[src/include/sag_pkg.sv]
// Package for the register access guard: modes, address map, field layout, reset values
package sag_pkg;

	// Processor execution modes, as presented by the core
	typedef enum logic [2:0] {
		SAG_MODE_USER = 3'h0,
		SAG_MODE_SYSTEM = 3'h1,
		SAG_MODE_BOOT = 3'h2,
		SAG_MODE_TEST = 3'h3,
		SAG_MODE_CONTACTLESS_FW = 3'h4
	} sag_mode_t;

	// Privilege levels
	typedef enum logic [2:0] {
		SAG_LVL_USER = 3'h1,
		SAG_LVL_SYSTEM = 3'h2,
		SAG_LVL_SUPER = 3'h4
	} sag_level_t;

	localparam int SAG_ADDR_W = 8;
	localparam int SAG_DATA_W = 8;
	localparam int SAG_UNIT_N = 8;

	// Address classes of the register space
	localparam logic [7:0] SAG_CORE_BASE = 8'h80;
	localparam logic [7:0] SAG_CORE_LAST = 8'h9f;
	localparam logic [7:0] SAG_MMU_BASE = 8'ha0;
	localparam logic [7:0] SAG_MMU_LAST = 8'hbf;
	localparam logic [7:0] SAG_UNIT_BASE = 8'hc0;
	localparam logic [7:0] SAG_UNIT_LAST = 8'hff;
	// Each hardware unit owns an 8-register slice; bits [5:3] pick the unit
	localparam int SAG_UNIT_SEL_LSB = 3;

	// Guard's own configuration registers inside the memory management window
	localparam logic [7:0] SAG_DESC_PTR_LO = 8'ha0;
	localparam logic [7:0] SAG_DESC_PTR_HI = 8'ha1;
	localparam logic [7:0] SAG_USER_GRANT = 8'ha2;
	localparam logic [7:0] SAG_CFW_GRANT = 8'ha3;
	localparam logic [7:0] SAG_VIOL_STAT = 8'ha4;

	// Restrictive reset values: null pointer, no grants, no violation
	localparam logic [15:0] SAG_DESC_PTR_RST = 16'h0000;
	localparam logic [7:0] SAG_GRANT_RST = 8'h00;

	// Violation status fields
	localparam int SAG_VIOL_FLAG_BIT = 0;
	localparam int SAG_VIOL_WRITE_BIT = 1;

	// Stack limit reset value per level
	localparam logic [7:0] SAG_STACK_LIM_RST = 8'hff;

	typedef struct packed {
		logic rd;
		logic wr;
		logic [SAG_ADDR_W-1:0] addr;
		logic [SAG_DATA_W-1:0] wdata;
		sag_mode_t mode;
	} sag_req_t;

	typedef struct packed {
		logic rd;
		logic wr;
		logic [SAG_ADDR_W-1:0] addr;
		logic [SAG_DATA_W-1:0] wdata;
	} sag_bank_req_t;

endpackage

[src/verilog/sag_guard.sv]
// Mode-based access guard between the core register port and the register bank
//
// Function
// - Reset loads restrictive defaults into every memory management attribute.
// - Software may change memory management attributes within the mode restrictions.
// - Writes to the descriptor list pointer are taken only in system mode.
// - Memory management configuration registers are readable and writable only in system mode.
// - System mode reaches all hardware-unit registers.
// - Without configuration, user mode reaches only the core's own registers.
// - User mode reaches a hardware unit only when its grant bit is set.
// - Reset gives every register a defined value and defined permissions.
// - Permissions are fixed except the user and contactless firmware unit grants.
// - User, system and highest-privilege levels are told apart, each with its stack limit.
`timescale 1ns/100ps
module sag_guard
	import sag_pkg::*;
#(
	parameter int UNIT_N = SAG_UNIT_N
) (
	input wire logic clk_sys,
	input wire logic reset,
	input wire logic clk_en,
	input wire sag_req_t core_req,
	output logic [SAG_DATA_W-1:0] core_rdata,
	output logic core_denied,
	output sag_bank_req_t bank_req,
	input wire logic [SAG_DATA_W-1:0] bank_rdata,
	input wire logic [1:0] stack_lim_wr,
	input wire logic [7:0] stack_lim_wdata,
	output sag_level_t priv_level,
	output logic [7:0] stack_limit,
	output logic [15:0] desc_list_ptr,
	output logic viol_flag
);

	////////////////////////////////////////////////////////////////////////////
	// Address classification and privilege level

	logic is_core;
	logic is_mmu;
	logic is_unit;
	logic [2:0] unit_sel;
	logic [UNIT_N-1:0] user_grant_r;
	logic [UNIT_N-1:0] cfw_grant_r;
	logic [15:0] desc_ptr_r;
	logic viol_r;
	logic viol_wr_r;
	logic [7:0] stack_lim_r [3];
	logic allow;
	logic access;
	logic grant_bit;
	logic mmu_wr;
	logic viol_clr;
	logic [SAG_DATA_W-1:0] viol_stat;

	assign is_core = core_req.addr >= SAG_CORE_BASE && core_req.addr <= SAG_CORE_LAST;
	assign is_mmu = core_req.addr >= SAG_MMU_BASE && core_req.addr <= SAG_MMU_LAST;
	assign is_unit = core_req.addr >= SAG_UNIT_BASE && core_req.addr <= SAG_UNIT_LAST;
	assign unit_sel = core_req.addr[SAG_UNIT_SEL_LSB +: 3];
	assign access = core_req.rd | core_req.wr;
	assign mmu_wr = clk_en & core_req.wr & allow & is_mmu;
	// Only an allowed write may clear, so user code cannot hide its own refusal
	assign viol_clr = core_req.wr & allow & (core_req.addr == SAG_VIOL_STAT)
		& core_req.wdata[SAG_VIOL_FLAG_BIT];

	always_comb begin
		case (core_req.mode)
			SAG_MODE_USER: priv_level = SAG_LVL_USER;
			SAG_MODE_SYSTEM: priv_level = SAG_LVL_SYSTEM;
			SAG_MODE_BOOT, SAG_MODE_TEST, SAG_MODE_CONTACTLESS_FW: priv_level = SAG_LVL_SUPER;
			default: priv_level = SAG_LVL_USER;
		endcase
	end

	////////////////////////////////////////////////////////////////////////////
	// Permission decision, fixed in logic apart from the two grant masks

	always_comb begin
		grant_bit = 1'b0;
		if (int'(unit_sel) < UNIT_N) begin
			if (priv_level == SAG_LVL_USER) begin
				grant_bit = user_grant_r[unit_sel];
			end else begin
				grant_bit = cfw_grant_r[unit_sel];
			end
		end
		allow = 1'b0;
		case (priv_level)
			SAG_LVL_USER: begin
				allow = is_core || (is_unit && grant_bit);
			end
			SAG_LVL_SYSTEM: begin
				allow = is_core || is_mmu || is_unit;
			end
			SAG_LVL_SUPER: begin
				// Boot and test reach all but the memory management window; contactless firmware needs a grant
				if (core_req.mode == SAG_MODE_CONTACTLESS_FW) begin
					allow = is_core || (is_unit && grant_bit);
				end else begin
					allow = 1'b1;
				end
			end
			default: allow = 1'b0;
		endcase
		// Pointer and grants stay system-only, boot and test included
		// Higher privilege must not bypass the descriptor list protection
		if (is_mmu && priv_level != SAG_LVL_SYSTEM) begin
			allow = 1'b0;
		end
	end

	////////////////////////////////////////////////////////////////////////////
	// Forwarding to the bank; refused accesses never reach it

	assign bank_req.rd = core_req.rd & allow & ~is_mmu & clk_en;
	assign bank_req.wr = core_req.wr & allow & ~is_mmu & clk_en;
	assign bank_req.addr = core_req.addr;
	assign bank_req.wdata = core_req.wdata;
	assign core_denied = access & ~allow;

	// Status fields placed by the package's bit positions
	always_comb begin
		viol_stat = '0;
		viol_stat[SAG_VIOL_FLAG_BIT] = viol_r;
		viol_stat[SAG_VIOL_WRITE_BIT] = viol_wr_r;
	end

	always_ff @(posedge clk_sys) begin
		if (reset) begin
			core_rdata <= '0;
		end else if (clk_en) begin
			if (!core_req.rd || !allow) begin
				core_rdata <= '0;
			end else if (is_mmu) begin
				case (core_req.addr)
					SAG_DESC_PTR_LO: core_rdata <= desc_ptr_r[7:0];
					SAG_DESC_PTR_HI: core_rdata <= desc_ptr_r[15:8];
					SAG_USER_GRANT: core_rdata <= 8'(user_grant_r);
					SAG_CFW_GRANT: core_rdata <= 8'(cfw_grant_r);
					SAG_VIOL_STAT: core_rdata <= viol_stat;
					default: core_rdata <= '0;
				endcase
			end else begin
				core_rdata <= bank_rdata;
			end
		end
	end

	////////////////////////////////////////////////////////////////////////////
	// Memory management configuration registers

	always_ff @(posedge clk_sys) begin
		if (reset) begin
			desc_ptr_r <= SAG_DESC_PTR_RST;
		end else if (mmu_wr) begin
			if (core_req.addr == SAG_DESC_PTR_LO) begin
				desc_ptr_r[7:0] <= core_req.wdata;
			end
			if (core_req.addr == SAG_DESC_PTR_HI) begin
				desc_ptr_r[15:8] <= core_req.wdata;
			end
		end
	end

	always_ff @(posedge clk_sys) begin
		if (reset) begin
			user_grant_r <= UNIT_N'(SAG_GRANT_RST);
			cfw_grant_r <= UNIT_N'(SAG_GRANT_RST);
		end else if (mmu_wr) begin
			if (core_req.addr == SAG_USER_GRANT) begin
				user_grant_r <= UNIT_N'(core_req.wdata);
			end
			if (core_req.addr == SAG_CFW_GRANT) begin
				cfw_grant_r <= UNIT_N'(core_req.wdata);
			end
		end
	end

	////////////////////////////////////////////////////////////////////////////
	// Sticky violation flag; a new refusal wins over a clearing write

	always_ff @(posedge clk_sys) begin
		if (reset) begin
			viol_r <= 1'b0;
			viol_wr_r <= 1'b0;
		end else if (clk_en) begin
			if (access && !allow) begin
				viol_r <= 1'b1;
				viol_wr_r <= core_req.wr;
			end else if (viol_clr) begin
				viol_r <= 1'b0;
				viol_wr_r <= 1'b0;
			end
		end
	end

	////////////////////////////////////////////////////////////////////////////
	// Per-level stack limits; index 0 user, 1 system, 2 highest

	always_ff @(posedge clk_sys) begin
		if (reset) begin
			for (int i = 0; i < 3; i++) begin
				stack_lim_r[i] <= SAG_STACK_LIM_RST;
			end
		end else if (clk_en && stack_lim_wr != 2'h3) begin
			stack_lim_r[stack_lim_wr] <= stack_lim_wdata;
		end
	end

	always_comb begin
		case (priv_level)
			SAG_LVL_USER: stack_limit = stack_lim_r[0];
			SAG_LVL_SYSTEM: stack_limit = stack_lim_r[1];
			SAG_LVL_SUPER: stack_limit = stack_lim_r[2];
			default: stack_limit = stack_lim_r[0];
		endcase
	end

	assign desc_list_ptr = desc_ptr_r;
	assign viol_flag = viol_r;

endmodule

[config.mk]
export PLATFORM = sky130hd
export DESIGN_NAME = sag_guard
export DESIGN_NICKNAME = d
export VERILOG_FILES = /design/src/include/sag_pkg.sv /design/src/verilog/sag_guard.sv
export SDC_FILE = /design/constraint.sdc
export NUM_CORES = 1
export LEC_CHECK = 0
export BUFFER_PORTS_ARGS = -buffer_cell sky130_fd_sc_hd__buf_4
export CAP_MARGIN = 20
export CELL_PAD_IN_SITES_DETAIL_PLACEMENT = 1
export CELL_PAD_IN_SITES_GLOBAL_PLACEMENT = 2
export CORE_ASPECT_RATIO = 0.9
export CORE_MARGIN = 1.5
export CORE_UTILIZATION = 34
export DETAILED_ROUTE_END_ITERATION = 7
export PLACE_DENSITY_LB_ADDON = 0.2
export SLEW_MARGIN = 10
export SYNTH_ARGS = -nofsm -noshare
export SYNTH_HDL_FRONTEND = slang
export SYNTH_SLANG_ARGS = --single-unit
export TNS_END_PERCENT = 5
[constraint.sdc]
create_clock -name clk_sys -period 4.96 [get_ports clk_sys]
set_input_delay 0.248 -clock clk_sys [delete_from_list [all_inputs] [get_ports clk_sys]]
set_output_delay 0.248 -clock clk_sys [all_outputs]
set_load 0.03 [all_outputs]
# After elaboration in Yosys (flattened, before gate mapping)
# Memory sizes are Yosys's and may differ from the RTL's.
# Cells that the tools add are included.
# word_totals
register_bits	42
ram_bits	24
output_inout_bits	55
n_memories	1
# op_classes
magnitude_cmp	7
n_eq_ne	14
n_mux	24
bitwise	15
n_reduce_logical	21
# memory_table
memory	depth	width	read_ports	rd_ports_with_merged_regs	write_ports	line	source
stack_lim_r	3	8	3	0	3	sag_guard.sv:48	logic [7:0] stack_lim_r [3];
# ops
op	count
8-bit equality test (second input constant)	5
8-bit one-hot mux with 5 select lines	1
8-bit >= comparator (second input constant)	3
8-bit <= comparator (second input constant)	3
8-bit 2-to-1 mux	3
8-bit one-hot mux with 2 select lines	1
1-bit 2-to-1 mux	14
1-bit bitwise AND	12
2-bit AND reduction	5
3-bit by 2-bit equality test with 1-bit output (second input constant)	3
8-bit OR reduction	1
1-bit logical AND	7
1-bit binary-select mux with 3-bit select	2
3-bit by 1-bit equality test with 1-bit output (second input constant)	2
3-bit equality test (second input constant)	2
3-bit one-hot mux with 2 select lines	1
1-bit logical OR	4
3-bit by 4-bit < comparator with 1-bit output (second input constant)	1
3-bit by 2-bit inequality test with 1-bit output (second input constant)	1
1-bit one-hot mux with 3 select lines	1
3-bit OR reduction	1
1-bit logical NOT	2
2-bit 2-to-1 mux	1
2-bit inequality test (second input constant)	1
other kinds (3)	4

# Depth between registers and ports, before layout
# Gate-level depths: netlist (run 1).
# depth
ltp_word	15
ltp_mapped	12
depth_no_buf	9

# Worst setup path before layout (run 1)
# No wires, ideal clock.
# synth_path
path_type	input port to output port
start	in core_req[0] (netlist name)
end	out bank_req[16] (netlist name)
arrival_ns	2.885
slack_ns	1.827
stages	7
n_path_buf	0
path_cell_list	or3b_2 o21ai_0 inv_1 ha_1 nor4_2 nor4_4 nor4b_1
# synth_lines
element	line	source
start: declaration	sag_guard.sv:23	input wire sag_req_t core_req,
end: declaration	sag_guard.sv:26	output sag_bank_req_t bank_req,

==> results of run 1 <==
-- worst max-delay path, stage by stage --
cell     delay (ns)
buf_4          0.11
or3b_2         0.50
o21ai_0        0.17
ha_1           0.51
a21oi_1        0.12
or3_1          0.59
nor4b_1        0.54
buf_4          0.25
-- layer usage --
metal  track usage  share of wire  vias up
li1              -              -     1373
met1        0.2635           0.47     1405
met2        0.3129           0.48       71
met3       0.03539          0.042        8
met4       0.05523         0.0080        0
met5             0              0        -
-- flip-flops by register name (all words and copies together), names as in the netlist --
name	cells
cfw_grant_r	8
core_rdata	8
desc_list_ptr	16
stack_lim_r	24
user_grant_r	8
viol_flag	1
viol_wr_r	1
-- synthesized netlist by cell type (6+ instances only) --
| library cell | count |
|---|---|
| buf_4 | 18 |
| mux2i_1 | 40 |
| inv_1 | 7 |
| nand2_1 | 35 |
| nand2b_1 | 25 |
| a222oi_1 | 6 |
| clkbuf_1 | 9 |
| edfxtp_1 | 24 |
| o21ai_0 | 16 |
| a22oi_1 | 10 |
| o21ai_2 | 8 |
| a21oi_1 | 6 |
| nor2_1 | 43 |
| dfxtp_1 | 42 |
-- power breakdown --
| group | switching [mW] | internal (mW) |
|---|---|---|
| clock | 0.252 | 0.393 |
| combinational | 0.130 | 0.0801 |
| sequential | 0.00618 | 0.578 |
-- metrics by stage --
| stage | total power, mW | hold slack [ns] |
|---|---|---|
| global placement | 0.8042 | 0.4435 |
| CTS | 1.455 | 0.1794 |
| finish | 1.440 | 0.1892 |
| floorplan | 0.7257 | 0.3919 |
| global route | 1.491 | 0.1883 |
| detailed placement | 0.8084 | 0.4482 |
-- logic make-up (layout without fill, tap and decap cells) --
kind of cell | count (synthesis) | after routing | synth area share
and+or+nand+nor | 135 | 135 | 0.2149
DFF | 66 | 66 | 0.4448
AOI/OAI and AO/OA | 56 | 56 | 0.1123
muxes | 47 | 47 | 0.1429
buffers and inverters | 41 | 123 | 0.07092
adders and majority gates | 4 | 4 | 0.01426
-- worst paths after layout --
kind                                                   from                              end  slack, ns
worst max-delay path                            core_req[0]                     bank_req[16]       1.67
worst min-delay path                     stack_lim_wdata[3]  stack_lim_r[0][3]$_SDFFCE_PN1P_       0.19
worst min register to register   core_rdata[6]$_SDFFE_PP0P_       core_rdata[6]$_SDFFE_PP0P_       0.46
worst max register to register  cfw_grant_r[4]$_SDFFE_PP0P_       core_rdata[2]$_SDFFE_PP0P_       2.75
-- cell type report --
| class | count | area [sq um] |
|---|---|---|
| fill | 1124 | 5373 |
| clock inverter | 7 | 77.57 |
| timing repair buffer | 100 | 748.2 |
| sequential | 66 | 1562 |
| inverter | 7 | 26.28 |
| multi-input combinational | 242 | 1700 |
| clock buffer | 9 | 225.2 |
| tap | 126 | 157.7 |
==> results.py, run 1 <==
metrics = {
    "yosys": {
        "synth_nets": 395,
        "synthCells": 349,
        "synth_warnings": 0,
        "synth-main-ff-cell": "dfxtp_1",
        "synth_area_leader_cell": "dfxtp_1",
        "async_flop_share": 0,
        "syn_area_per_cell_sq_um": 10.06,
        "synth.yosys.seq_area_share": 0.4448,
        "ys_ff_latch": 66,
        "ys_types": 49,
        "yosysTopAreaCellShare": 0.2395,
        "syn-cell-area_sq_um": 3511,
        "synth_edf_count": 24,
        "yosys-top-cells-area": "dfxtp_1 24%, edfxtp_1 21%, mux2i_1 11%",
    },
    "sta": {
        "worst_pin_slew_ns": 0.7813,
        "skew_ns": 0.006170,
        "relSlewSlack": 0.4752,
        "period_minus_slack_ns": 3.287,
        "setup_viol_count_final": 0,
        "finalSetupTns_ns": 0,
        "fin_ws_ns": 1.673,
        "fin_crit_sh": 0.6627,
        "max_freq_mhz": 304.2,
        "drv_slew": 0,
        "finalHoldViolations": 0,
        "rsz0062_at_grt": "no",
    },
    "clock_network": {
        "numCtsBuffers": 9,
        "post-cts-setup-buffers": 0,
        "cts_root_buffer": "clkbuf_16",
        "cts_resized": 0,
        "cts_tree": "done",
        "clock_latency_ns": 0.33,
        "cts_hold_buf": 0,
        "ctsHtreeMaxLevel": 3,
        "clock-sinks": 66,
        "clockBufferDepth": 2,
        "clkTransAtPathRegs_ns": 0.06,
    },
    "grt": {
        "grt_pass1_wl_um": 15810,
        "grt_pass1_vias": 2945,
        "track_usage": 0.1933,
        "antenna_found_initial": 0,
        "grt_max_degree": 38,
        "grt_remaining_overflow": 0,
    },
    "finish": {
        "final_common_cell": "buf_4",
        "fin_area_sq_um": 4497,
        "antenna-diode-count": 0,
        "stdcell_count": 557,
        "utilization": 0.4556,
        "final_cell_mix": "99 x buf_4, 43 x nor2_1, 42 x dfxtp_1, 40 x mux2i_1, 35 x nand2_1",
        "fin_nets": 472,
        "drive_gt1_frac": 0.3318,
        "synthToLayoutAreaGrowth_pct": 28.08,
    },
    "placed_design": {
        "dp.final_hpwl_um": 7187,
        "post_dp_cell_area_sq_um": 4189,
        "dp.cells": 540,
        "routabilityCongestion": 0.7343,
        "pre_cts_ws_ns": 1.454,
        "portBuffers": 96,
    },
    "worst_setup_path": {
        "cp_data_required_time_ns": 4.71,
        "critPathKind": "in -> out",
        "ff2ff_path_depth": 6,
        "arrival_ns": 3.04,
        "worstSetupStartpointType": "primary input",
        "cp_max_fo": 12,
        "end_kind": "primary output",
    },
    "detailed_routing": {
        "drc": 0,
        "dr.pass1.iters": 5,
        "ant_nets": 0,
        "drt-initial-drc-count": 125,
        "routedWlPerCell_um": 18.00,
        "via_per_inst": 5.129,
        "wl_um": 10030,
        "num_vias": 2857,
    },
    "worst_hold_path": {
        "min_path_cells": 2,
        "min_path_type": "in -> reg",
    },
    "power": {
        "leakage_nw": 1.819,
        "powerDensity_nw_per_um2": 320.2,
        "ir_drop_uv": 144.7,
    },
    "die": {
        "start_util": 0.3557,
        "die_area_sq_um": 10950,
        "rows": 34,
        "num_io_pins": 97,
        "dieHeight_um": 99.41,
        "die_w_um": 110.1,
        "core-area_sq_um": 9869,
    },
    "flow_run": {
        "drv_cap": 0,
    },
    "outcome": {
        "status": "finished clean",
    },
}
No activity file was read; power rests on OpenSTA's default activity.
==> inputs of run 2 (changes only) <==
CORE_UTILIZATION = 29   (was 34)
clock period = 2.82 ns   (was 4.96 ns; I/O delays follow)
==> run 2 against run 1 <==
  * Final area grew 4.0%
  * Worst hold slack lost 0.11 ns
  * Register-to-register slack lost 2.0 ns
  * Die area grew 17%
  * Setup slack lost 1.5 ns
  * Routed wire length grew 3.6%
  * Largest cell class unchanged
==> results.py, run 2 (synthesis gave the netlist of run 1 again) <==
metrics = {
    "sta": {
        "finalSetupTns_ns": 0,
        "max_freq_mhz": 382.2,
        "worst_pin_slew_ns": 0.5829,
        "setup_viol_count_final": 0,
        "period_minus_slack_ns": 2.616,
        "rsz0062_at_grt": "no",
        "finalHoldViolations": 0,
        "drv_slew": 0,
        "fin_ws_ns": 0.2037,
        "fin_crit_sh": 0.9278,
        "holdWs_ns": 0.07995,
        "skew_ns": 0.002193,
        "relSlewSlack": 0.6099,
    },
    "grt": {
        "track_usage": 0.1677,
        "grt_max_degree": 38,
        "grt_remaining_overflow": 0,
        "grt_pass1_vias": 3060,
        "grt_pass1_wl_um": 16170,
        "antenna_found_initial": 0,
    },
    "finish": {
        "antenna-diode-count": 0,
        "largest_register": "stack_lim_r",
        "largest_reg_flops": 24,
        "synthToLayoutAreaGrowth_pct": 33.14,
        "final_common_cell": "buf_4",
        "utilization": 0.4023,
        "fin_nets": 484,
        "final_cell_mix": "111 x buf_4, 43 x nor2_1, 42 x dfxtp_1, 40 x mux2i_1, 35 x nand2_1",
        "drive_gt1_frac": 0.3544,
        "fillers": 1314,
    },
    "placed_design": {
        "pre_cts_ws_ns": 0.02290,
        "dp.final_hpwl_um": 7575,
        "routabilityCongestion": 0.7320,
        "portBuffers": 96,
    },
    "clock_network": {
        "cts_root_buffer": "clkbuf_16",
        "clkTransAtPathRegs_ns": 0.06,
        "clockBufferDepth": 2,
        "numCtsBuffers": 9,
        "ctsHtreeMaxLevel": 3,
        "post-cts-setup-buffers": 0,
        "clock_latency_ns": 0.33,
        "clock-sinks": 66,
        "cts_tree": "done",
    },
    "detailed_routing": {
        "wl_um": 10390,
        "via_per_inst": 4.841,
        "routedWlPerCell_um": 17.34,
        "num_vias": 2900,
        "dr.pass1.iters": 7,
        "ant_nets": 0,
        "drc": 0,
        "drt-initial-drc-count": 83,
    },
    "die": {
        "dieHeight_um": 107.4,
        "num_io_pins": 97,
        "die_w_um": 119.0,
        "die_area_sq_um": 12780,
        "core-area_sq_um": 11620,
        "rows": 37,
        "start_util": 0.3021,
    },
    "worst_setup_path": {
        "worstSetupStartpointType": "primary input",
        "cp_data_required_time_ns": 2.68,
        "cp_max_fo": 6,
        "cp-startpoint": "core_req[0]",
        "timing.rr.start": "cfw_grant_r[4]$_SDFFE_PP0P_",
        "end_kind": "primary output",
        "arrival_ns": 2.48,
        "ff2ff_path_depth": 7,
        "critPathKind": "in -> out",
    },
    "flow_run": {
        "drv_cap": 0,
    },
    "power": {
        "ir_drop_uv": 320.0,
        "leakage_nw": 1.892,
        "p_total_mw": 2.634,
        "powerDensity_nw_per_um2": 563.5,
    },
    "worst_hold_path": {
        "min_path_cells": 2,
        "min_path_type": "in -> reg",
        "worstHoldStart": "stack_lim_wdata[3]",
    },
    "outcome": {
        "status": "finished clean",
    },
}
-- run 2: per-layer routing --
metal,global-route usage,vias up,routed length [um]
met5,0,-,0
met4,0.05766,0,136
met3,0.03814,12,479
met2,0.2832,73,5140
met1,0.2114,1411,4632
li1,-,1404,-
-- run 2: worst paths after layout --
path,end,slack [ns]
max,bank_req[17],0.20
min,stack_lim_r[0][3]$_SDFFCE_PN1P_,0.08
max reg2reg,core_rdata[4]$_SDFFE_PP0P_,0.76
min reg2reg,core_rdata[1]$_SDFFE_PP0P_,0.46
-- run 2: critical path, cell delays in order --
cell and delay (ns):
buf_4 0.11, or3b_2 0.48, o21ai_0 0.17, inv_1 0.12
ha_1 0.25, buf_4 0.16, nand2_1 0.07, nor3_2 0.06
nor4_4 0.40, nor2_1 0.13, and4_1 0.22, buf_4 0.16
-- run 2: stage by stage --
| step | instances | area, sq um |
|---|---|---|
| finish | 599 | 4674 |
| global route | 599 | 4674 |
| CTS | 599 | 4669 |
| detailed placement | 583 | 4343 |
| global placement | 583 | 4343 |
| floorplan | 349 | 3517 |
-- run 2: power breakdown --
group	leakage, nW	internal [mW]	switching, mW	total, mW
registers	0.578	1.02	0.0106	1.03
clock network	0.152	0.780	0.447	1.23
logic	1.16	0.149	0.230	0.379
-- run 2: what timing repair did --
action | 4_1_cts | 5_1_grt
gates resized for setup | 0 | 1
hold buffers | 0 | 0
setup endpoints to repair | 0 | 1
-- run 2: final cells by class --
type / count / area [sq um] / share of cell area
Sequential cell: 66 / 1562 / 0.3340
Multi-Input combinational cell: 242 / 1712 / 0.3662
Inverter: 7 / 26.28 / 0.005621
Timing Repair Buffer: 112 / 853.3 / 0.1825
Tap cell: 156 / 195.2 / 0.04176
Clock inverter: 7 / 101.3 / 0.02168
Clock buffer: 9 / 225.2 / 0.04818
==> inputs of run 3 (changes only) <==
CELL_PAD_IN_SITES_DETAIL_PLACEMENT = unset   (was 1)
CELL_PAD_IN_SITES_GLOBAL_PLACEMENT = unset   (was 2)
CORE_UTILIZATION = 52   (was 29)
clock period = 2.7 ns   (was 2.82 ns; I/O delays follow)
==> run 3 against run 2 <==
  * Global-route usage is 8.1 points higher
  * Combinational power up 5.5%
  * Power down 6.9%
  * Utilization is 29 points higher
  * Critical endpoint unchanged
==> results.py, run 3 (synthesis gave the netlist of run 1 again) <==
metrics = {
    "sta": {
        "max_freq_mhz": 397.6,
        "relSlewSlack": 0.6387,
        "fin_ws_ns": 0.1850,
        "worst_pin_slew_ns": 0.5420,
        "skew_ns": 0.01114,
        "setup_viol_count_final": 0,
        "period_minus_slack_ns": 2.515,
        "finalHoldViolations": 0,
        "drv_slew": 0,
        "rsz0062_at_grt": "no",
        "fin_crit_sh": 0.9315,
    },
    "detailed_routing": {
        "drt-initial-drc-count": 190,
        "drc": 0,
        "routedWlPerCell_um": 16.50,
        "num_vias": 2953,
        "dr.pass1.iters": 6,
        "ant_nets": 0,
        "via_per_inst": 5.530,
        "wl_um": 8813,
    },
    "worst_setup_path": {
        "timing.rr.start": "cfw_grant_r[6]$_SDFFE_PP0P_",
        "arrival_ns": 2.38,
        "cp_max_fo": 11,
        "ff2ff_path_depth": 7,
        "critPathKind": "in -> out",
        "r2r-end": "core_rdata[2]$_SDFFE_PP0P_",
        "worstSetupStartpointType": "primary input",
        "end_kind": "primary output",
        "rrSetupSlack_ns": 0.76,
        "cp_data_required_time_ns": 2.57,
    },
    "finish": {
        "multi_input_area_sq_um": 1722,
        "fillers": 524,
        "largest_register": "stack_lim_r",
        "stdcell_count": 534,
        "antenna-diode-count": 0,
        "final_common_cell": "buf_4",
        "synthToLayoutAreaGrowth_pct": 29.12,
        "largest_reg_flops": 24,
        "fin_nets": 485,
        "final-seq-area_sq_um": 1562,
        "fin_area_sq_um": 4533,
        "final_cell_mix": "111 x buf_4, 43 x nor2_1, 42 x dfxtp_1, 40 x mux2i_1, 35 x nand2_1",
        "drive_gt1_frac": 0.3581,
        "utilization": 0.6919,
    },
    "clock_network": {
        "post-cts-setup-buffers": 0,
        "numCtsBuffers": 9,
        "clkTransAtPathRegs_ns": 0.08,
        "clock_latency_ns": 0.34,
        "cts_root_buffer": "clkbuf_8",
        "clockBufferDepth": 2,
        "clock-sinks": 66,
        "ctsHtreeMaxLevel": 3,
        "cts_tree": "done",
    },
    "worst_hold_path": {
        "min_path_cells": 3,
        "worstHoldStart": "core_req[6]",
        "min_path_type": "in -> reg",
        "whs_endpoint": "user_grant_r[3]$_SDFFE_PP0P_",
    },
    "outcome": {
        "status": "finished clean",
    },
    "grt": {
        "grt_remaining_overflow": 0,
        "grt_pass1_vias": 2766,
        "grt_max_degree": 38,
        "antenna_found_initial": 0,
        "grt_pass1_wl_um": 13370,
        "track_usage": 0.2492,
    },
    "placed_design": {
        "pre_cts_ws_ns": -0.05252,
        "dp.cells": 518,
        "portBuffers": 96,
        "routabilityCongestion": 0.8686,
        "post_dp_cell_area_sq_um": 4280,
        "dp.final_hpwl_um": 6271,
    },
    "die": {
        "rows": 28,
        "num_io_pins": 97,
        "start_util": 0.5359,
        "dieHeight_um": 80.95,
        "core-area_sq_um": 6551,
        "die_area_sq_um": 7254,
        "die_w_um": 89.62,
    },
    "power": {
        "powerDensity_nw_per_um2": 540.9,
        "p_total_mw": 2.452,
        "ir_drop_uv": 320.3,
        "leakage_nw": 1.872,
    },
    "flow_run": {
        "drv_cap": 0,
    },
}
==> run 3: changes by cell type in the layout (fill, tap and decap cells not counted), sizes merged <==
| cell | change |
|---|---|
| buf | +1 |
| clkinvlp | -2 |
| clkbuf | +2 |
==> run 3: cell type report <==
| cell class | instances | area share |
|---|---|---|
| flip-flops and latches | 66 | 0.3445 |
| inverters | 7 | 0.005796 |
| repair buffers | 113 | 0.1927 |
| well taps | 90 | 0.02484 |
| clock buffers | 11 | 0.03395 |
| multi-input cells | 242 | 0.3798 |
| clock inverters | 5 | 0.01849 |
==> run 3: per-layer routing <==
metal | share of wire | vias to the layer above | track usage | wire length (um)
met5 | 0 | - | 0 | 0
met1 | 0.42 | 1403 | 0.3361 | 3730
met4 | 0.012 | 0 | 0.09538 | 110
met2 | 0.50 | 125 | 0.4037 | 4378
li1 | - | 1411 | - | -
met3 | 0.067 | 14 | 0.03659 | 594
==> run 3: worst max-delay path, cell delays in order <==
cell     delay, ns
buf_4         0.11
or3b_2        0.48
o21ai_2       0.10
ha_2          0.21
buf_4         0.19
nand2_1       0.10
nor4_4        0.30
nor4_4        0.07
buf_4         0.16
nor2_1        0.16
and4_1        0.21
buf_4         0.15
==> run 3: worst max path at each step <==
stage / from / cells past startpoint / slack, ns / to
finish: core_req[0] / 12 / 0.18 / bank_req[17]
global placement: core_req[0] / 9 / 0.04 / desc_list_ptr[1]$_SDFFE_PP0P_
global route: core_req[0] / 12 / 0.04 / bank_req[17]
detailed placement: core_req[0] / 9 / -0.05 / desc_list_ptr[1]$_SDFFE_PP0P_
CTS: core_req[0] / 12 / 0.06 / bank_req[17]
floorplan: core_req[0] / 11 / 0.1 / viol_wr_r$_SDFFE_PP0P_
==> run 3: repair_timing <==
action | CTS | global route
endpoints found under the hold margin | 0 | 0
setup endpoints to repair | 0 | 1
hold buffers | 0 | 0
resized for setup | 0 | 4
==> run 3: per-stage QoR <==
step	hold WS (ns)	setup TNS (ns)
floorplan	0.2789	0
global placement	0.4024	0
detailed placement	0.4121	-0.3024
CTS	0.06185	0
global route	0.06504	0
finish	0.06672	0
==> run 3: power breakdown <==
group	total [mW]	internal, mW	switching (mW)
combinational	0.400	0.161	0.240
clock	0.979	0.584	0.395
sequential	1.07	1.06	0.0114
